`src/mcgs_pkg.sv`:
```
// Package: constants, types and decode helpers of the global check status block
package mcgs_pkg;

  // ----------------------------------------------------------------
  // Bus shape and register map
  // ----------------------------------------------------------------
  localparam int MCGS_ADDR_W = 12;
  localparam int MCGS_DATA_W = 64;
  localparam logic [11:0] MCGS_GSTAT_ADDR = 12'h17A;
  localparam logic [11:0] MCGS_IRQ_STAT_ADDR = 12'h17B;
  localparam logic [11:0] MCGS_IRQ_CLR_ADDR = 12'h17C;
  localparam logic [11:0] MCGS_IRQ_EN_ADDR = 12'h17D;

  // ----------------------------------------------------------------
  // Field positions and reset values
  // ----------------------------------------------------------------
  localparam int MCGS_RESTART_BIT = 0;
  localparam int MCGS_ERRIP_BIT = 1;
  localparam int MCGS_INPROG_BIT = 2;
  localparam int MCGS_FLAG_W = 3;
  localparam logic MCGS_FLAG_RESET = 1'b0;
  localparam int MCGS_EVT_W = 2;
  localparam int MCGS_EVT_EXC = 0;
  localparam int MCGS_EVT_SHUT = 1;
  localparam logic [1:0] MCGS_IRQ_RESET = 2'h0;
  localparam logic [63:0] MCGS_RDATA_RESET = 64'h0;

  // ----------------------------------------------------------------
  // Types and helpers
  // ----------------------------------------------------------------
  typedef enum logic {MCGS_RUN, MCGS_SHUTDOWN} mcgs_state_t;

  // Address match used by every access decode
  function automatic logic mcgs_hit(input logic [11:0] addr,
                                    input logic [11:0] ref_addr);
    mcgs_hit = (addr == ref_addr);
  endfunction : mcgs_hit

endpackage : mcgs_pkg

```
`src/mcgs_irq_if.sv`:
```
// Interface: link between the status core and its interrupt unit
`timescale 1ns/1ps
`default_nettype none
interface mcgs_irq_if;
  import mcgs_pkg::*;
  logic [MCGS_EVT_W-1:0] event_pulse;
  logic [MCGS_EVT_W-1:0] clear;
  logic [MCGS_EVT_W-1:0] enable_wdata;
  logic enable_we;
  logic [MCGS_EVT_W-1:0] status;
  logic [MCGS_EVT_W-1:0] enable;
  logic irq;

  modport core (output event_pulse, output clear, output enable_wdata,
                output enable_we, input status, input enable, input irq);
  modport unit (input event_pulse, input clear, input enable_wdata,
                input enable_we, output status, output enable, output irq);
endinterface : mcgs_irq_if
`default_nettype wire

```
`src/mcgs_irq.sv`:
```
// Interrupt unit: sticky event status, enable mask, level output
`timescale 1ns/1ps
`default_nettype none
module mcgs_irq
  import mcgs_pkg::*;
(
  // Clock and reset
  input wire logic ref_clk,
  input wire logic rst,
  // Link to the status core
  mcgs_irq_if.unit lnk
);

  logic [MCGS_EVT_W-1:0] status_reg;
  logic [MCGS_EVT_W-1:0] status_next;
  logic [MCGS_EVT_W-1:0] enable_reg;
  logic [MCGS_EVT_W-1:0] enable_next;

  // Set wins over a clear in the same cycle
  assign status_next = (status_reg & ~lnk.clear) | lnk.event_pulse;
  assign enable_next = lnk.enable_we ? lnk.enable_wdata : enable_reg;

  // Status and enable registers
  always_ff @(posedge ref_clk or posedge rst) begin
    if (rst) begin
      status_reg <= MCGS_IRQ_RESET;
      enable_reg <= MCGS_IRQ_RESET;
    end else begin
      status_reg <= status_next;
      enable_reg <= enable_next;
    end
  end

  // Outputs toward the core
  assign lnk.status = status_reg;
  assign lnk.enable = enable_reg;
  assign lnk.irq = |(status_reg & enable_reg);

endmodule : mcgs_irq
`default_nettype wire

```
`src/mcgs_top.sv`:
```
// Global machine-check status register with shutdown and interrupt logic
//
// Overview of operation
// RULE_01: On an accepted check, bit 0 records whether the saved pointer restarts.
// RULE_02: On an accepted check, bit 1 records whether the pointer caused the error.
// RULE_03: Each raised exception sets bit 2; it stays until software clears it.
// RULE_04: A check arriving while bit 2 is set enters shutdown, no new exception.
// RULE_05: Software writes bit 2 to zero after handling a machine check.
// RULE_06: Bits 63 to 3 read zero; writing zero to bit 2 clears only it.
`timescale 1ns/1ps
`default_nettype none
module mcgs_top
  import mcgs_pkg::*;
(
  // Clock and reset
  input wire logic ref_clk,
  input wire logic rst,
  // Register port
  input wire logic [MCGS_ADDR_W-1:0] reg_addr,
  input wire logic [MCGS_DATA_W-1:0] reg_wdata,
  input wire logic reg_wr,
  input wire logic reg_rd,
  output logic [MCGS_DATA_W-1:0] reg_rdata,
  // Check reports from the core
  input wire logic mc_event,
  input wire logic mc_restart_ok,
  input wire logic mc_ip_assoc,
  // Results
  output logic mc_exception,
  output logic shutdown,
  output logic irq
);

  // ----------------------------------------------------------------
  // State
  // ----------------------------------------------------------------
  mcgs_state_t state_reg;
  mcgs_state_t state_next;
  logic restart_reg;
  logic restart_next;
  logic errip_reg;
  logic errip_next;
  logic inprog_reg;
  logic inprog_next;
  logic exc_reg;
  logic [MCGS_DATA_W-1:0] rdata_reg;
  logic [MCGS_DATA_W-1:0] rdata_next;

  mcgs_irq_if irq_lnk ();

  // ----------------------------------------------------------------
  // Decode
  // ----------------------------------------------------------------
  wire running = (state_reg == MCGS_RUN);
  wire accept = mc_event && running && !inprog_reg;
  wire second = mc_event && running && inprog_reg; // see RULE_04
  wire gstat_wr = reg_wr && mcgs_hit(reg_addr, MCGS_GSTAT_ADDR);
  wire sw_clr = gstat_wr && !reg_wdata[MCGS_INPROG_BIT]; // see RULE_06
  wire clr_wr = reg_wr && mcgs_hit(reg_addr, MCGS_IRQ_CLR_ADDR);
  wire en_wr = reg_wr && mcgs_hit(reg_addr, MCGS_IRQ_EN_ADDR);
  wire [MCGS_FLAG_W-1:0] gstat = {inprog_reg, errip_reg, restart_reg};

  // Flag updates; a new check beats a software clear
  assign restart_next = accept ? mc_restart_ok : restart_reg; // see RULE_01
  assign errip_next = accept ? mc_ip_assoc : errip_reg; // see RULE_02
  assign inprog_next = accept ? 1'b1 :
                       (sw_clr ? 1'b0 : inprog_reg); // see RULE_03

  // Run or shutdown; shutdown holds until reset and blocks later checks
  always_comb begin
    case (state_reg)
      MCGS_RUN: begin
        state_next = second ? MCGS_SHUTDOWN : MCGS_RUN; // see RULE_04
      end
      MCGS_SHUTDOWN: begin
        state_next = MCGS_SHUTDOWN; // see RULE_04
      end
      default: begin
        state_next = MCGS_RUN;
      end
    endcase
  end

  // Read mux, reserved bits zero, unmapped reads zero
  wire [MCGS_DATA_W-1:0] gstat_rd = {{(MCGS_DATA_W-MCGS_FLAG_W){1'b0}},
                                     gstat}; // see RULE_06
  wire [MCGS_DATA_W-1:0] irqs_rd = {{(MCGS_DATA_W-MCGS_EVT_W){1'b0}},
                                    irq_lnk.status};
  wire [MCGS_DATA_W-1:0] irqe_rd = {{(MCGS_DATA_W-MCGS_EVT_W){1'b0}},
                                    irq_lnk.enable};
  assign rdata_next =
    !reg_rd ? MCGS_RDATA_RESET :
    mcgs_hit(reg_addr, MCGS_GSTAT_ADDR) ? gstat_rd :
    mcgs_hit(reg_addr, MCGS_IRQ_STAT_ADDR) ? irqs_rd :
    mcgs_hit(reg_addr, MCGS_IRQ_EN_ADDR) ? irqe_rd : MCGS_RDATA_RESET;

  // ----------------------------------------------------------------
  // Registers
  // ----------------------------------------------------------------
  always_ff @(posedge ref_clk or posedge rst) begin
    if (rst) begin
      state_reg <= MCGS_RUN;
      restart_reg <= MCGS_FLAG_RESET;
      errip_reg <= MCGS_FLAG_RESET;
      inprog_reg <= MCGS_FLAG_RESET;
      exc_reg <= 1'b0;
      rdata_reg <= MCGS_RDATA_RESET;
    end else begin
      state_reg <= state_next;
      restart_reg <= restart_next;
      errip_reg <= errip_next;
      inprog_reg <= inprog_next;
      exc_reg <= accept; // see RULE_03
      rdata_reg <= rdata_next;
    end
  end

  // Interrupt unit hookup
  assign irq_lnk.event_pulse = {second, accept};
  assign irq_lnk.clear = clr_wr ? reg_wdata[MCGS_EVT_W-1:0] : MCGS_IRQ_RESET;
  assign irq_lnk.enable_we = en_wr;
  assign irq_lnk.enable_wdata = reg_wdata[MCGS_EVT_W-1:0];

  mcgs_irq u_irq (
    .ref_clk(ref_clk),
    .rst(rst),
    .lnk(irq_lnk.unit)
  );

  // Outputs
  assign reg_rdata = rdata_reg;
  assign mc_exception = exc_reg;
  assign shutdown = (state_reg == MCGS_SHUTDOWN);
  assign irq = irq_lnk.irq;
endmodule : mcgs_top
`default_nettype wire

```
`config.mk`:
```
export PLATFORM = sky130hd
export DESIGN_NAME = mcgs_top
export DESIGN_NICKNAME = d
export VERILOG_FILES = /design/src/mcgs_pkg.sv /design/src/mcgs_irq_if.sv /design/src/mcgs_irq.sv /design/src/mcgs_top.sv
export SDC_FILE = /design/constraint.sdc
export NUM_CORES = 1
export LEC_CHECK = 0
export ABC_CLOCK_PERIOD_IN_PS = 1200
export BUFFER_PORTS_ARGS = -buffer_cell sky130_fd_sc_hd__buf_2
export CAP_MARGIN = 10
export CORE_UTILIZATION = 27
export CTS_CLUSTER_DIAMETER = 200
export CTS_CLUSTER_SIZE = 12
export DETAILED_ROUTE_END_ITERATION = 12
export GPL_TIMING_DRIVEN = 0
export HOLD_SLACK_MARGIN = 0.02
export PLACE_DENSITY = 0.76
export SLEW_MARGIN = 20
export SYNTH_ARGS = -nofsm -noshare
export SYNTH_HDL_FRONTEND = slang
export SYNTH_HIERARCHICAL = 1
export SYNTH_SLANG_ARGS = --single-unit
```
`constraint.sdc`:
```
create_clock -name ref_clk -period 1.2 [get_ports ref_clk]
set_input_delay 0.12 -clock ref_clk [delete_from_list [all_inputs] [get_ports ref_clk]]
set_output_delay 0.12 -clock ref_clk [all_outputs]
set_load 0.02 [all_outputs]
```
==> flow_results.org <==
** STA
- The tightest hold path in the finished design has a slack of 0.124 ns.
- Final number of setup-violating endpoints :: 0
- Number of max-slew violations in the final report :: 0
- For this run, the top clock speed supported by timing is 867 MHz.
- In the finished design, the share of the clock period the worst path needs comes to 0.961.
- The clock period could shrink to 1.15 ns.
- Across all setup checks in the final design, the least slack found is 0.0470 ns.
- The number of hold-slack violations in the final timing report came to 0.
- Setup repair after global routing missed its margin :: yes
- Post-route clock skew :: 0.00301 ns

** Power and ir drop
- Sequential power share :: 0.351
- Reported leakage power :: 0.987 nW
- Internal power comes to 817 µW.
- Of the total power, combinational logic draws 0.354.
- Of the total power, the clock network draws 0.295.
- Power spent charging and discharging nets :: 364 µW
- Of the total power, the share spent switching nets is 0.308.
- The worst-case IR drop observed on VDD is 0.000258 V.
- Power density over the cells :: 736 nW/µm²

** Cells and area
- The sequential cells in the finished layout cover a total of 302 µm².
- Nets :: 298
- Finished layout cell area :: 1600 µm²
- Max FFs per register :: 3
- Number of antenna repair diodes :: 0
- Util after Layout :: 0.431
- From synthesis to final layout, the design area changed by 50.7%.
- Filler Cell Count :: 393
- Share of layout cells above drive strength 1 :: 0.493
- Cell Count, Final, Fillers Out :: 261
- Summing all multi-input logic gate instances after layout gives 523 µm².

** Synthesis
- Synthesized instance count :: 118
- Count of state elements after synthesis :: 12
- Mapped Avg Cell Area :: 9.01 µm²
- Count of warnings emitted by yosys :: 6
- Synth top area cells :: sky130_fd_sc_hd__buf_4 (43%), sky130_fd_sc_hd__dfrtp_1 (28%), sky130_fd_sc_hd__mux2_4 (2.8%)
- Top-area cell type share of the netlist area :: 0.431
- Combined area of all synthesized cells :: 1060 µm²
- The number of different library cells used by synthesis comes to 26.
- Of the synthesized area, sequential elements account for 0.282.
- The synthesized design spends more area on one cell type than any other, namely sky130_fd_sc_hd__buf_4.

** Critical path
- Critical path arrival :: 1.27 ns
- On the worst path, the slowest cell contributes a delay of 0.42 ns.
- Slowest cell on crit path :: sky130_fd_sc_hd__dfrtp_2
- The critical path goes through nor3b_4 -> mux2_2.
- The worst register-to-register path begins at inprog_reg.
- Slack of the worst reg-to-reg path :: 0.05 ns
- Setup crit start kind :: flip-flop
- Crit path launch :: inprog_reg
- The number of cells on the worst reg-to-reg path is 2.
- Largest fanout on the critical path :: 4
- Required @ worst endpoint :: 1.32 ns
- The worst register-to-register path ends at restart_reg.
- The setup path with the least slack is of type reg2reg.
- Capture point of the worst path :: restart_reg
- Endpoint class of the critical path :: flip-flop

** Global route
- Met3 demand-to-capacity share in global routing :: 0.0106
- Pin count of the biggest net entering global routing :: 9
- In the global route stage, overall resource usage came out at 0.0918.
- Global-route track usage on met2 :: 0.176
- In this run the most used layer during global routing was met2.
- The total overflow left after global routing is 0.
- For met1 alone, demand over resource in global routing was 0.0985.
- The number of antenna violations at the first check in global routing is 0.
- The number of global-route vias before repair was 737.
- The first global-routing pass estimated 2.99 mm of wire.

** Floorplanning
- Die Footprint :: 4190 µm²
- The die is 64.8 µm wide.
- In this run the standard cell core region covers 3720 µm².
- Die height :: 64.8 µm
- # IOs :: 150
- Placement Rows :: 22
- Initial standard-cell utilization of the core :: 0.286

** Clock tree
- Number of sinks on the clock net :: 12
- Bufs on Longest Clock Path :: 2
- TritonCTS clock tree :: done
- H-tree level count :: 1
- Cell at the root of the clock tree :: sky130_fd_sc_hd__clkbuf_8
- Counting the buffers created by CTS gives 3.
- Clock latency on the worst-skew pair, taken at its later pin, is 0.24 ns.
- Clock-pin slew of the registers on the worst-case setup and hold paths :: 0.05 ns

** Worst hold path
- Cell count of the worst hold path :: 2
- Class of the tightest hold or removal check :: in2reg

** Drt
- Vias per cell :: 3.25
- Antenna Nets Post-Route :: 0
- After detailed routing, the total wire length is 1.91 mm.
- After detailed routing, the average wire length per cell comes to 7.33 µm.
- The detailed router placed 848 vias in this run.
- For this run, the detailed router's first-pass iteration total came to 4.
- DRC Markers :: 0
- Number of violations reported at the end of detailed-routing iteration 0 :: 49

** Place
- Pre-CTS setup slack :: -0.221 ns
- Final estimated routing congestion in global placement :: 0.724
- Detailed placement finished with a half-perimeter wire length of 1.73 mm.
- Placed insts :: 253
- Port buffering added 27 buffers.
- After detailed placement, the total cell area comes to 1490 µm².

** Job
- The tool flagged a number of max-cap violations equal to 0.

** Status
- The flow ran to the end, and the final reports show no timing, DRC or antenna violations.
critical path, delay by kind of cell, from the launching register on:
kind / cells / cell delay [ns]
simple gates: 1 / 0.25
mux: 1 / 0.36
flops: 1 / 0.42
per-stage QoR:
step                TNS (ns)  power (mW)
finish                     0        1.18
global placement      -0.503       0.814
floorplan            -0.0370       0.767
detailed placement    -0.607       0.817
global route        -0.00936        1.25
CTS                        0        1.18
power groups by stage:
stage          Combinational (mW)  Sequential [mW]  Clock (mW)
2_1_floorplan               0.348            0.420           0
3_3_place_gp                0.393            0.420           0
3_5_place_dp                0.396            0.421           0
4_1_cts                     0.400            0.414       0.363
5_1_grt                     0.451            0.415       0.384
6_report                    0.418            0.414       0.348
placed cells by master (no fill, tap or decap), types with 2 or more instances in the layout:
| cell | instances |
|---|---|
| sky130_fd_sc_hd__buf_4 | 65 |
| sky130_fd_sc_hd__conb_1 | 61 |
| sky130_fd_sc_hd__buf_2 | 23 |
| sky130_fd_sc_hd__dfrtp_1 | 11 |
| sky130_fd_sc_hd__nand2_1 | 6 |
| sky130_fd_sc_hd__nor2_1 | 5 |
| sky130_fd_sc_hd__inv_1 | 5 |
| sky130_fd_sc_hd__buf_6 | 4 |
| sky130_fd_sc_hd__clkbuf_8 | 3 |
| sky130_fd_sc_hd__and4bb_2 | 2 |
| sky130_fd_sc_hd__mux2_2 | 2 |
| sky130_fd_sc_hd__nand4_1 | 2 |
| sky130_fd_sc_hd__nand2b_1 | 2 |
| sky130_fd_sc_hd__a22oi_1 | 2 |
| sky130_fd_sc_hd__nor3_1 | 2 |
| sky130_fd_sc_hd__mux2_4 | 2 |
| sky130_fd_sc_hd__a21o_1 | 2 |
metal layers:
metal	up-vias	share of wire	wire length, µm
li1	454	-	-
met1	343	0.32	617
met2	49	0.57	1100
met3	2	0.095	182
met4	0	0.0099	19
met5	-	0	0
cell type report:
cell class	instances	share of cell area
inverters	5	0.0117
multi-input cells	100	0.326
well taps	48	0.0375
repair buffers	32	0.125
plain buffers	61	0.286
flip-flops and latches	12	0.188
clock buffers	3	0.0258
synth_stat cells, drive strengths merged:
library cell,n
buf,61
dfrtp,12
nand2,6
inv,5
nor2,5
mux2,4
nor3,3
a21o,2
a22oi,2
and4bb,2
nand2b,2
nand4,2
nor3b,2
a21oi,1
a22o,1
a31oi,1
and3,1
and3b,1
and4,1
and4b,1
conb,1
nand4bb,1
nor2b,1
worst min path at each step:
stage | startpoint | endpoint
final | mc_ip_assoc | errip_reg
after global routing | mc_ip_assoc | errip_reg
after CTS | mc_ip_assoc | errip_reg
after detailed placement | rst | u_irq/lnk.status[1]
after global placement | rst | u_irq/lnk.status[1]
after floorplan | rst | u_irq/lnk.enable[0]
cell families after synthesis:
group / share of synthesized area
simple gates: 0.169
compound gates: 0.0471
mux: 0.0494
flops: 0.282
other cells: 0.00353
buf+inv: 0.448
timing repair:
item,in CTS,in global routing
endpoints found under the setup margin,2,4
endpoints found under the hold margin,12,0
resized for setup,1,6
buffers inserted,1,3
hold buffers,1,0
pin swaps,1,1
(Power assumes the default switching activity.)
